### config.mk
export PLATFORM = sky130hd
export DESIGN_NAME = serial_fraction_multiplier
export DESIGN_NICKNAME = d
export VERILOG_FILES = /design/src/frac_mul_pkg.sv /design/src/serial_fraction_multiplier.sv
export SDC_FILE = /design/constraint.sdc
export NUM_CORES = 1
export LEC_CHECK = 0
export BUFFER_PORTS_ARGS = -buffer_cell sky130_fd_sc_hd__buf_2
export CORE_MARGIN = 2
export CORE_UTILIZATION = 58
export CTS_CLUSTER_DIAMETER = 50
export DETAILED_ROUTE_END_ITERATION = 7
export PLACE_DENSITY = 0.88
export SETUP_SLACK_MARGIN = 0.3
export SYNTH_ARGS = -nofsm -noshare
export SYNTH_HDL_FRONTEND = slang
export SYNTH_SLANG_ARGS = --single-unit
### constraint.sdc
create_clock -name mclk -period 4.16 [get_ports mclk]
set_input_delay 0.624 -clock mclk [delete_from_list [all_inputs] [get_ports mclk]]
set_output_delay 0.624 -clock mclk [all_outputs]
set_load 0.02 [all_outputs]
### src/frac_mul_pkg.sv
// constants and types shared by the serial fraction multiplier
package frac_mul_pkg;
	// magnitude bits of one operand
	localparam int MAG_BITS = 39;
	// operand width: sign plus magnitude
	localparam int WORD_BITS = MAG_BITS + 1;
	// conditional add-and-shift steps before the sign correction
	localparam int ADD_STEPS = MAG_BITS;
	// width of the step counter
	localparam int STEP_CNT_W = 6;
	// reset value of the step counter
	localparam logic [STEP_CNT_W-1:0] STEP_CNT_RESET = 6'h00;
	// last value of the step counter during the add-and-shift phase
	localparam logic [STEP_CNT_W-1:0] STEP_CNT_LAST = 6'(ADD_STEPS - 1);
	// value of the partial product before the first step
	localparam logic [WORD_BITS-1:0] ACC_RESET = 40'h00_0000_0000;
	// reset value of the multiplier and low-product shift register
	localparam logic [WORD_BITS-1:0] MQ_RESET = 40'h00_0000_0000;
	// bit position of the sign in an operand
	localparam int SIGN_POS = WORD_BITS - 1;
	// bit of the high product word that round-off sets (weight 2^-39)
	localparam int ROUND_POS = 0;
	// total cycles from an accepted start to the sign correction step; done follows one cycle later
	localparam int DONE_LATENCY = ADD_STEPS + 1;

	typedef enum logic [1:0] {
		ST_IDLE,
		ST_RUN,
		ST_CORR
	} mul_state_e;
endpackage : frac_mul_pkg

### src/serial_fraction_multiplier.sv
// sequential shift-and-add multiplier for signed complement fractions
// Behaviour
// - operands are 39 magnitude bits plus sign, complement form, magnitude below one
// - full product is 78 magnitude bits plus sign, magnitude below one
// - multiplier bits examined one per step, least significant first, toward sign
// - multiplier bit one: add multiplicand, then shift sum and multiplier right
// - multiplier bit zero: no add, only shift partial product and multiplier right
// - exactly 40 steps: 39 add-and-shift steps then one sign correction
// - final step adds multiplicand complement when multiplier sign is one
// - partial product cleared to zero before every multiplication
// - in add-and-shift steps, from the first multiplier one on, partial product sign forced to multiplicand sign
// - additions are modulo two, carry out of the sign position is dropped
// - round-off drops bits beyond 39 and sets bit 39 to one
// - multiplicand complement formed by inverting all bits then adding one
module serial_fraction_multiplier
	import frac_mul_pkg::*;
#(
	parameter int MAG_W = MAG_BITS
)
(
	input wire logic mclk,
	input wire logic srst,
	input wire logic start,
	input wire logic [MAG_W:0] multiplicand,
	input wire logic [MAG_W:0] multiplier,
	input wire logic round_sel,
	output logic busy,
	output logic done,
	output logic [MAG_W:0] product_hi,
	output logic [MAG_W-1:0] product_lo
);

	localparam int W = MAG_W + 1;

	mul_state_e state_reg;
	logic [STEP_CNT_W-1:0] step_reg;
	logic [W-1:0] acc_reg;
	logic [W-1:0] mq_reg;
	logic [W-1:0] mcand_reg;
	logic round_reg;
	logic seen_one_reg;
	logic busy_reg;
	logic done_reg;
	logic [W-1:0] sum_w;
	logic [W-1:0] mcand_cpl_w;
	logic [W-1:0] corr_w;
	logic seen_one_next;
	logic accept_w;
	logic srst_d_reg;

	assign accept_w = start && (state_reg == ST_IDLE);

	// modulo-two add
	// the width of sum_w drops the carry out of the sign position
	assign sum_w = acc_reg + (mq_reg[0] ? mcand_reg : '0);

	assign mcand_cpl_w = (~mcand_reg) + W'(1);

	// correction term only for a negative multiplier
	assign corr_w = mq_reg[0] ? (acc_reg + mcand_cpl_w) : acc_reg;

	assign seen_one_next = seen_one_reg || mq_reg[0];

	// sequencing
	always_ff @(posedge mclk)
	begin
		if (srst)
		begin
			state_reg <= ST_IDLE;
			step_reg <= STEP_CNT_RESET;
		end
		else
		begin
			case (state_reg)
				ST_IDLE:
				begin
					if (start)
					begin
						state_reg <= ST_RUN;
						step_reg <= STEP_CNT_RESET;
					end
				end
				ST_RUN:
				begin
					if (step_reg == STEP_CNT_LAST)
						state_reg <= ST_CORR;
					step_reg <= step_reg + 6'h01;
				end
				ST_CORR:
				begin
					state_reg <= ST_IDLE;
					step_reg <= STEP_CNT_RESET;
				end
				default:
				begin
					state_reg <= ST_IDLE;
					step_reg <= STEP_CNT_RESET;
				end
			endcase
		end
	end

	// operand capture
	always_ff @(posedge mclk)
	begin
		if (srst)
		begin
			mcand_reg <= ACC_RESET;
			round_reg <= 1'b0;
		end
		else if (accept_w)
		begin
			mcand_reg <= multiplicand;
			round_reg <= round_sel;
		end
	end

	// partial product, multiplier and low product
	always_ff @(posedge mclk)
	begin
		if (srst)
		begin
			acc_reg <= ACC_RESET;
			mq_reg <= MQ_RESET;
			seen_one_reg <= 1'b0;
		end
		else
		begin
			case (state_reg)
				ST_IDLE:
				begin
					if (start)
					begin
						acc_reg <= ACC_RESET;
						mq_reg <= multiplier;
						seen_one_reg <= 1'b0;
					end
				end
				ST_RUN:
				begin
					// add when bit is one, then shift
					// shift only when bit is zero
					// sign follows multiplicand after first one
					acc_reg <= {seen_one_next ? mcand_reg[SIGN_POS] : sum_w[SIGN_POS],
						sum_w[W-1:1]};
					// next multiplier bit moves to position zero
					// low product bit fills the vacated top
					mq_reg <= {sum_w[0], mq_reg[W-1:1]};
					seen_one_reg <= seen_one_next;
				end
				ST_CORR:
				begin
					// round-off sets the 2^-39 bit, clears the low half
					if (round_reg)
					begin
						acc_reg <= corr_w | W'(1);
						mq_reg <= MQ_RESET;
					end
					else
						acc_reg <= corr_w;
				end
				default:
				begin
					acc_reg <= acc_reg;
				end
			endcase
		end
	end

	// handshake outputs
	always_ff @(posedge mclk)
	begin
		if (srst)
		begin
			busy_reg <= 1'b0;
			done_reg <= 1'b0;
		end
		else
		begin
			if (accept_w)
				busy_reg <= 1'b1;
			else if (state_reg == ST_CORR)
				busy_reg <= 1'b0;
			done_reg <= (state_reg == ST_CORR);
		end
	end

	assign busy = busy_reg;
	assign done = done_reg;
	assign product_hi = acc_reg;
	assign product_lo = mq_reg[W-1:1];

	// reset seen one edge late by the checks: a reset dropped on the edge still masks them
	always_ff @(posedge mclk)
	begin
		srst_d_reg <= srst;
	end

	// checks
	a_done_latency: assert property (@(posedge mclk) disable iff (srst || srst_d_reg)
		accept_w |-> ##41 (done_reg && !busy_reg))
		else $error("done not seen one cycle after the fortieth step");

	a_done_single: assert property (@(posedge mclk) disable iff (srst || srst_d_reg)
		done_reg |=> !done_reg)
		else $error("done longer than one cycle");

	a_acc_cleared: assert property (@(posedge mclk) disable iff (srst || srst_d_reg)
		accept_w |=> (acc_reg == '0) && (mq_reg == $past(multiplier)))
		else $error("partial product not cleared at start");

	a_shift_only: assert property (@(posedge mclk) disable iff (srst || srst_d_reg)
		(state_reg == ST_RUN) && !mq_reg[0] |=> acc_reg[W-2:0] == $past(acc_reg[W-1:1]))
		else $error("zero bit did not shift partial product");

	a_mq_shift: assert property (@(posedge mclk) disable iff (srst || srst_d_reg)
		(state_reg == ST_RUN) |=> mq_reg[W-2:0] == $past(mq_reg[W-1:1]))
		else $error("multiplier not shifted right");

	a_sign_forced: assert property (@(posedge mclk) disable iff (srst || srst_d_reg)
		(state_reg == ST_RUN) && (seen_one_reg || mq_reg[0])
		|=> acc_reg[SIGN_POS] == mcand_reg[SIGN_POS])
		else $error("sign not forced to multiplicand sign");

	a_zero_before_one: assert property (@(posedge mclk) disable iff (srst || srst_d_reg)
		(state_reg == ST_RUN) && !seen_one_reg && mq_reg[0]
		|=> acc_reg == {mcand_reg[SIGN_POS], $past(mcand_reg[W-1:1])})
		else $error("first add did not load multiplicand half");

	a_corr_noop: assert property (@(posedge mclk) disable iff (srst || srst_d_reg)
		(state_reg == ST_CORR) && !mq_reg[0] && !round_reg |=> acc_reg == $past(acc_reg))
		else $error("positive multiplier changed product at correction");

	a_round_bit: assert property (@(posedge mclk) disable iff (srst || srst_d_reg)
		done_reg && round_reg |-> product_hi[ROUND_POS] && (product_lo == '0))
		else $error("round-off result malformed");

	c_negative_mult: cover property (@(posedge mclk) disable iff (srst || srst_d_reg)
		(state_reg == ST_CORR) && mq_reg[0]);

	c_rounded: cover property (@(posedge mclk) disable iff (srst || srst_d_reg)
		done_reg && round_reg);

	c_back_to_back: cover property (@(posedge mclk) disable iff (srst || srst_d_reg)
		done_reg && start);

endmodule : serial_fraction_multiplier

Word-level counts from Yosys, hierarchy flattened --
Index checks and enable logic that the tools add are counted.
Word-level totals: register bits after elaboration 132, output and inout port bits 81, word-level logic and storage cells 51, input bits 84
Operators by class: reduce and logical (&&, ||, !) cells 11, $add $sub $neg 4, equality and inequality tests 7, mux-type cells 18, bitwise gates (word level) 1
Operators by type and width (number):
- case mux 40 bit (3 select lines) | 2
- 2-to-1 mux 40 bit | 5
- adder 40 bit | 2
- adder 40 x 1 -> 40 bit, second input constant | 1
- inverter 40 bit | 1
- case mux 6 bit (2 select lines) | 1
- adder 6 x 1 -> 6 bit, second input constant | 1
- == test 6 bit, second input constant | 1
- 2-to-1 mux 6 bit | 1
- != test 2 bit, second input constant | 3
- AND reduction 2 bit | 3
- AND reduction 3 bit | 2
- 2-to-1 mux 1 bit | 5
- 2-to-1 mux 2 bit | 2
- case mux 2 bit (2 select lines) | 1
- nonzero test 2 bit | 2
- != test 3 bit, second input constant | 1
- nonzero test 3 bit | 1
- == test 2 x 1 -> 1 bit, second input constant | 1
- == test 2 bit, second input constant | 1
- logical NOT 2 bit | 1
- case mux 1 bit (2 select lines) | 1
- logical AND 1 bit | 1
- logical OR 1 bit | 1

Longest topological paths before layout --
Gate-level depths: netlist of the first run.
word-level depth 6, mapped depth 15, depth with buffers taken out 14

Worst setup path before layout of the first run --
No wires, ideal clock.
path kind register to register, start register mq_reg[0], end register acc_reg[37], in the netlist product_hi[37], cell stages (with the launch flop) 16, path slack 0.895 ns, arrival time 3.140 ns, clock period less this slack 3.265 ns, data required time 4.035 ns, path through dfxtp_1 -> clkbuf_1 -> clkbuf_1 -> and2_1 -> ha_1 -> fa_1 -> a21o_1 -> a31oi_1 -> o211ai_1 -> nand2_1 -> o31ai_1 -> a31oi_1 -> o21a_1 -> o31ai_1 -> mux2i_1 -> o21ai_1
On the way: cells in the longest elaborated chain, start to end 3, elaborated cells on any way between the ends 4, those cells by class add/sub: 1; mux: 3
Ends and longest elaborated chain:
- start, declared | line serial_fraction_multiplier.sv:38 | logic [W-1:0] mq_reg;
- start signal, assigned | line serial_fraction_multiplier.sv:135 | mq_reg <= multiplier;
- start signal, assigned | line serial_fraction_multiplier.sv:148 | mq_reg <= {sum_w[0], mq_reg[W-1:1]};
- 2-to-1 mux 40 bit | line serial_fraction_multiplier.sv:55 | assign sum_w = acc_reg + (mq_reg[0] ? mcand_reg : '0);
- adder 40 bit | line serial_fraction_multiplier.sv:55
- case mux 40 bit (3 select lines) * | line serial_fraction_multiplier.sv:129 | case (state_reg)
- end signal, assigned | line serial_fraction_multiplier.sv:144 | acc_reg <= {seen_one_next ? mcand_reg[SIGN_POS] : sum_w[SIGN_POS],
- end signal, assigned | line serial_fraction_multiplier.sv:156 | acc_reg <= corr_w | W'(1);
- end signal, assigned | line serial_fraction_multiplier.sv:160 | acc_reg <= corr_w;
- end, declared | line serial_fraction_multiplier.sv:37 | logic [W-1:0] acc_reg;
Every way passes the cells marked *; elsewhere a longest branch is shown, timed or not. The select of a mux whose other input is x is not followed. A chain may end at the register's enable or synchronous reset.

Final worst setup path of the first run --
start register mq_reg[0], end register acc_reg[38], in the netlist product_hi[38]
The elaborated chain is that of the path after synthesis.

==> results of run 1 <==
-- metrics by stage --
step,hold slack (ps),std cells
final,413,1662
after global placement,455,1630
after floorplan,445,1349
after CTS,408,1662
after detailed placement,466,1630
after global routing,415,1662
-- worst max path at each step --
stage                         start             end  slack [ps]  depth (start not counted)
after detailed placement  mq_reg[0]  product_hi[38]         480                         13
after floorplan           mq_reg[0]  product_hi[37]         890                         15
after global routing      mq_reg[0]  product_hi[38]         330                         13
after global placement    mq_reg[0]  product_hi[33]         670                         13
final                     mq_reg[0]  product_hi[38]         570                         13
after CTS                 mq_reg[0]  product_hi[38]         420                         13
-- area by class of cell --
class	instances	area, um2
multi-input cells	1038	6680
clock buffers	17	425
well taps	225	282
clock inverters	15	178
flip-flops and latches	132	2640
repair buffers	178	932
fillers	1512	5830
inverters	57	214
-- routing by layer --
metal	routed length [um]	up-vias	global-route usage, %
met5	0	-	0
li1	-	4937	-
met1	12400	4796	40.3
met3	1960	61	5.44
met2	13900	418	51.2
met4	677	0	10.6
-- what timing repair did --
action | CTS | global route
endpoints found under the setup margin | 0 | 5
buffers inserted | 0 | 0
gates resized for setup | 0 | 3
-- critical path: stages, from the launching register on --
cell and delay (ps):
dfxtp_2 390, buf_6 210, and2_1 180, ha_1 380
nand3_1 150, or4_1 590, nor3_2 240, a2111oi_1 130
a211o_1 310, a21oi_1 240, a21oi_1 140, xnor2_1 160
nand2_1 90, a311oi_2 270
-- cell usage in the layout, fill, tap and decap left out, types with 9 or more instances in the layout --
master / Yosys / final
clkbuf_16: 0 / 17
ha_1: 84 / 83
a21oi_1: 120 / 120
a22oi_1: 26 / 26
a21o_1: 38 / 38
o21bai_1: 11 / 11
inv_1: 56 / 56
xnor2_1: 39 / 39
nor3_1: 9 / 9
nor2b_1: 16 / 15
buf_4: 39 / 14
nand2_1: 185 / 185
nor2_1: 101 / 101
o22ai_1: 10 / 10
a311oi_1: 42 / 42
nand4_1: 17 / 17
dfxtp_1: 132 / 131
xor2_1: 33 / 33
o21ai_0: 55 / 55
a211oi_1: 10 / 10
and2_1: 43 / 43
buf_2: 5 / 163
nand2b_1: 9 / 9
o21ai_1: 19 / 19
nand3_1: 59 / 59
-- cell families (layout without fill, tap and decap cells) --
kind of cell             Yosys count  after routing  share of synthesized area [%]
buffers and inverters            179            267                           8.14
flip-flops                       132            132                           26.1
XOR/XNOR                          72             72                           6.22
AO/OA/AOI/OAI                    407            407                           27.1
adder cells (fa/ha/maj)           86             86                           10.8
multiplexers                       4              4                          0.407
AND/OR/NAND/NOR                  469            469                           21.2
-- where the power goes --
group	internal, W	switching, W	leakage (nW)	total, W
combinational	0.000272	0.000478	3.78	0.000751
sequential	0.00134	0.0000649	1.08	0.00140
clock	0.000861	0.000695	0.291	0.00156
-- cells in the mapped netlist (39+ instances only) --
cell type	n
inv_1	56
and2_1	43
nand2_1	185
buf_4	39
dfxtp_1	132
a21oi_1	120
a311oi_1	42
xnor2_1	39
nor2_1	101
o21ai_0	55
ha_1	84
nand3_1	59
clkbuf_1	78
==> impl_metrics.yaml, run 1 <==
timing:
  min_period_ps: 3590
  setup_ws_ps: 573
  fin_crit_sh_pct: 86.2
  worst_pin_slew_ps: 1220
  rsz0062_at_grt: "false"
  drv_slew: 0
  max_clock_freq_mhz: 279
  finalHoldViolCount: 0
  slew_headroom_pct: 18.6
  finalSetupTns_ps: 0
  finalSetupViolations: 0
  fin_skew_ps: 14.3
floorplanning:
  die_y_um: 136
  ioPinCount: 165
  die-area_um2: 18500
  core_area_um2: 17200
  rows: 48
  start_util_pct: 59.0
  die_x_um: 136
cells_and_area:
  final_nets: 1594
  finalInstanceArea_um2: 11300
  final_core_util_pct: 66.1
  area_delta_synth_final_pct: 12.0
  antenna_cells: 0
  drive_gt1_share_pct: 15.8
setup_path:
  rrSetupSlack_ps: 570
  r2r_start: "mq_reg[0]"
  cp.arrival_ps: 3940
  r2r_cells: 13
  path_class: "flop to flop"
  critPathLaunchType: "flop"
  crit_fanout: 34
  crit_path_end_kind: "flop"
  cp_data_required_time_ps: 4510
  r2r_end: "product_hi[38]"
cts:
  root_buffer: "clkbuf_16"
  cts-htree-levels: 4
  clk_path_buf_depth: 2
  clock-sinks: 132
  cts_buffers: 17
  path_clk_slew_ps: 70
  cts_hold_buf: 0
  cts_tree: "yes"
  worstSkewPairLatency_ps: 440
routing:
  postRouteWirelength_um: 28900
  firstDrtPassIters: 5
  first_iter_violations: 866
  wl_per_cell_um: 17.4
  post-route-drc-count: 0
  viasPerCell: 6.14
  antenna_left: 0
  vias: 10200
grt:
  grt_pass1_vias: 9391
  antenna_found_initial: 0
  grt_overflow: 0
  grt_max_degree: 105
  grt_pass1_wl_um: 46100
  track_usage_pct: 30.8
placement:
  portBuffers: 164
  placed_area_um2: 10700
  dp_hpwl_um: 20900
  pre_cts_ws_ps: 479
  gp_congestion: 0.972
logic_synthesis:
  syn_area_per_cell_um2: 7.51
  synth_area_um2: 10100
  syn-num-nets: 1519
  async_flop_share_pct: 0
  synth.largest_area_cell: "dfxtp_1"
  netlist.area_leader.share_pct: 26.1
  ys_ff_latch: 132
  synthCells: 1349
  seq_area_frac_synth_pct: 26.1
  synth_top_flop_cell: "dfxtp_1"
  yosysUniqueCellTypes: 77
  synth_area_leaders: "dfxtp_1, ha_1, nand2_1"
  synth-edff-count: 0
  yosysWarnings: 0
pwr:
  p_leak_nw: 5.15
  p_per_area_nw_per_um2: 327
  vdd_ir_drop_max_v: 0.000359
  power_w: 0.00371
worst_hold_path:
  hold_path.startpoint: "multiplicand[9]"
  whs_path_depth: 3
  hold_class: "input pin to flop"
  min_to: "mcand_reg[9]"
flow_run:
  maxCapViolCount: 0
outcome:
  status: "finished, final reports clean"
Power figures use the tool's default switching activity.
==> inputs of run 2 (changes only) <==
--- a/config.mk
+++ b/config.mk
@@ -5,12 +5,12 @@
 export SDC_FILE = /design/constraint.sdc
 export NUM_CORES = 1
 export LEC_CHECK = 0
-export BUFFER_PORTS_ARGS = -buffer_cell sky130_fd_sc_hd__buf_2
 export CORE_MARGIN = 2
-export CORE_UTILIZATION = 58
+export CORE_UTILIZATION = 65
 export CTS_CLUSTER_DIAMETER = 50
 export DETAILED_ROUTE_END_ITERATION = 7
-export PLACE_DENSITY = 0.88
+export DONT_BUFFER_PORTS = 1
+export PLACE_DENSITY = 0.87
 export SETUP_SLACK_MARGIN = 0.3
 export SYNTH_ARGS = -nofsm -noshare
 export SYNTH_HDL_FRONTEND = slang
==> impl_metrics.yaml, run 2 (same netlist as run 1, synthesis figures left out) <==
timing:
  worst_pin_slew_ps: 1200
  finalSetupTns_ps: 0
  min_period_ps: 3570
  holdWs_ps: 254
  finalHoldViolCount: 0
  fin_crit_sh_pct: 85.8
  setup_ws_ps: 591
  drv_slew: 0
  fin_skew_ps: 10.4
  slew_headroom_pct: 19.8
  finalSetupViolations: 0
  rsz0062_at_grt: "false"
  max_clock_freq_mhz: 280
floorplanning:
  rows: 45
  core_area_um2: 15200
  die-area_um2: 16600
  die_x_um: 129
  ioPinCount: 165
  start_util_pct: 66.7
  die_y_um: 129
cells_and_area:
  drive_gt1_share_pct: 5.18
  layout_common_cells: "nand2_1, dfxtp_1, a21oi_1"
  area_delta_synth_final_pct: 3.58
  final_core_util_pct: 69.1
  final_nets: 1432
  finalInstanceArea_um2: 10500
  final_common_cell: "nand2_1"
  antenna_cells: 0
routing:
  antenna_left: 0
  first_iter_violations: 856
  vias: 9608
  firstDrtPassIters: 6
  post-route-drc-count: 0
  postRouteWirelength_um: 28000
  viasPerCell: 6.57
  wl_per_cell_um: 19.1
cts:
  root_buffer: "clkbuf_16"
  clk_path_buf_depth: 2
  cts_setup_buffers: 0
  cts_hold_buf: 0
  worstSkewPairLatency_ps: 440
  cts_tree: "yes"
  path_clk_slew_ps: 70
  clock-sinks: 132
  cts-htree-levels: 4
  cts_buffers: 17
  post_cts_resized: 0
grt:
  grt_pass1_wl_um: 43500
  grt_pass1_vias: 8788
  antenna_found_initial: 0
  grt_overflow: 0
  track_usage_pct: 32.8
  grt_max_degree: 106
pwr:
  p_per_area_nw_per_um2: 345
  vdd_ir_drop_max_v: 0.000351
  p_leak_nw: 4.41
placement:
  pre_cts_ws_ps: 602
  portBuffers: 0
  dp_hpwl_um: 19900
  placed_area_um2: 9890
  gp_congestion: 0.985
outcome:
  status: "finished, final reports clean"
setup_path:
  path_class: "flop to flop"
  crit_path_cell_trace: "inv_1 -> ha_1 -> inv_1 -> fa_1 -> a21o_1 -> a221oi_1 -> a211oi_1 -> o21ai_1 -> nor3b_1 -> buf_4 -> o21a_1 -> o21ai_1 -> mux2_1 -> a311oi_2"
  cp_slowest_cell: "fa_1"
  critPathLaunchType: "flop"
  crit_family: "compound AO/OA/AOI/OAI gates"
  path_buf_inv: 3
  crit_path_end_kind: "flop"
  crit_fanout: 4
  cp.arrival_ps: 3920
  cpPeakStageDelay_ps: 430
  cp_data_required_time_ps: 4520
flow_run:
  maxCapViolCount: 0
worst_hold_path:
  hold_class: "input pin to flop"
[run 2: changes by cell type in the layout (fill, tap and decap cells not counted), sizes merged]
cell      delta
buf        -162
clkinvlp     -1
clkinv       +2
inv          -1
[run 2: worst register-to-register path, delay by kind of cell, from the launching register on]
family | cells | cell delay [ps]
AOI/OAI and AO/OA | 7 | 1460
adders and majority gates | 2 | 610
buffers and inverters | 3 | 380
DFF | 1 | 420
muxes | 1 | 340
and+or+nand+nor | 1 | 290
[run 2: cell type report]
type,count,area [um2]
sequential,132,2640
multi-input combinational,1038,6680
clock inverter,15,184
tap,188,235
inverter,57,214
timing repair buffer,16,120
clock buffer,17,425
fill,1249,4700
[run 2: power by group]
group | internal (W) | total [W] | switching, W
combinational | 0.000219 | 0.000604 | 0.000386
sequential | 0.00134 | 0.00146 | 0.000123
clock | 0.000863 | 0.00156 | 0.000700
[run 2: stage by stage]
step	instances	total power [W]
2_1_floorplan	1349	0.00199
3_3_place_gp	1431	0.00205
3_5_place_dp	1431	0.00207
4_1_cts	1463	0.00362
5_1_grt	1463	0.00376
6_report	1463	0.00363
[run 2: routing by layer]
metal  vias up  global-route usage (%)  routed length (um)
li1       4612                       -                   -
met1      4401                    40.8               11300
met2       501                    51.9               12600
met3        94                    9.77                2890
met4         0                    16.0                1140
met5         -                       0                   0
[run 2: worst paths after layout]
check / from / end / slack, ps / cells past startpoint
setup / recovery: product_hi[0] / product_hi[38] / 590 / 14
hold / removal: srst / mq_reg[4] / 250 / 1
setup reg to reg: product_hi[0] / product_hi[38] / 590 / 14
hold reg to reg: mcand_reg[37] / mcand_reg[37] / 470 / 2
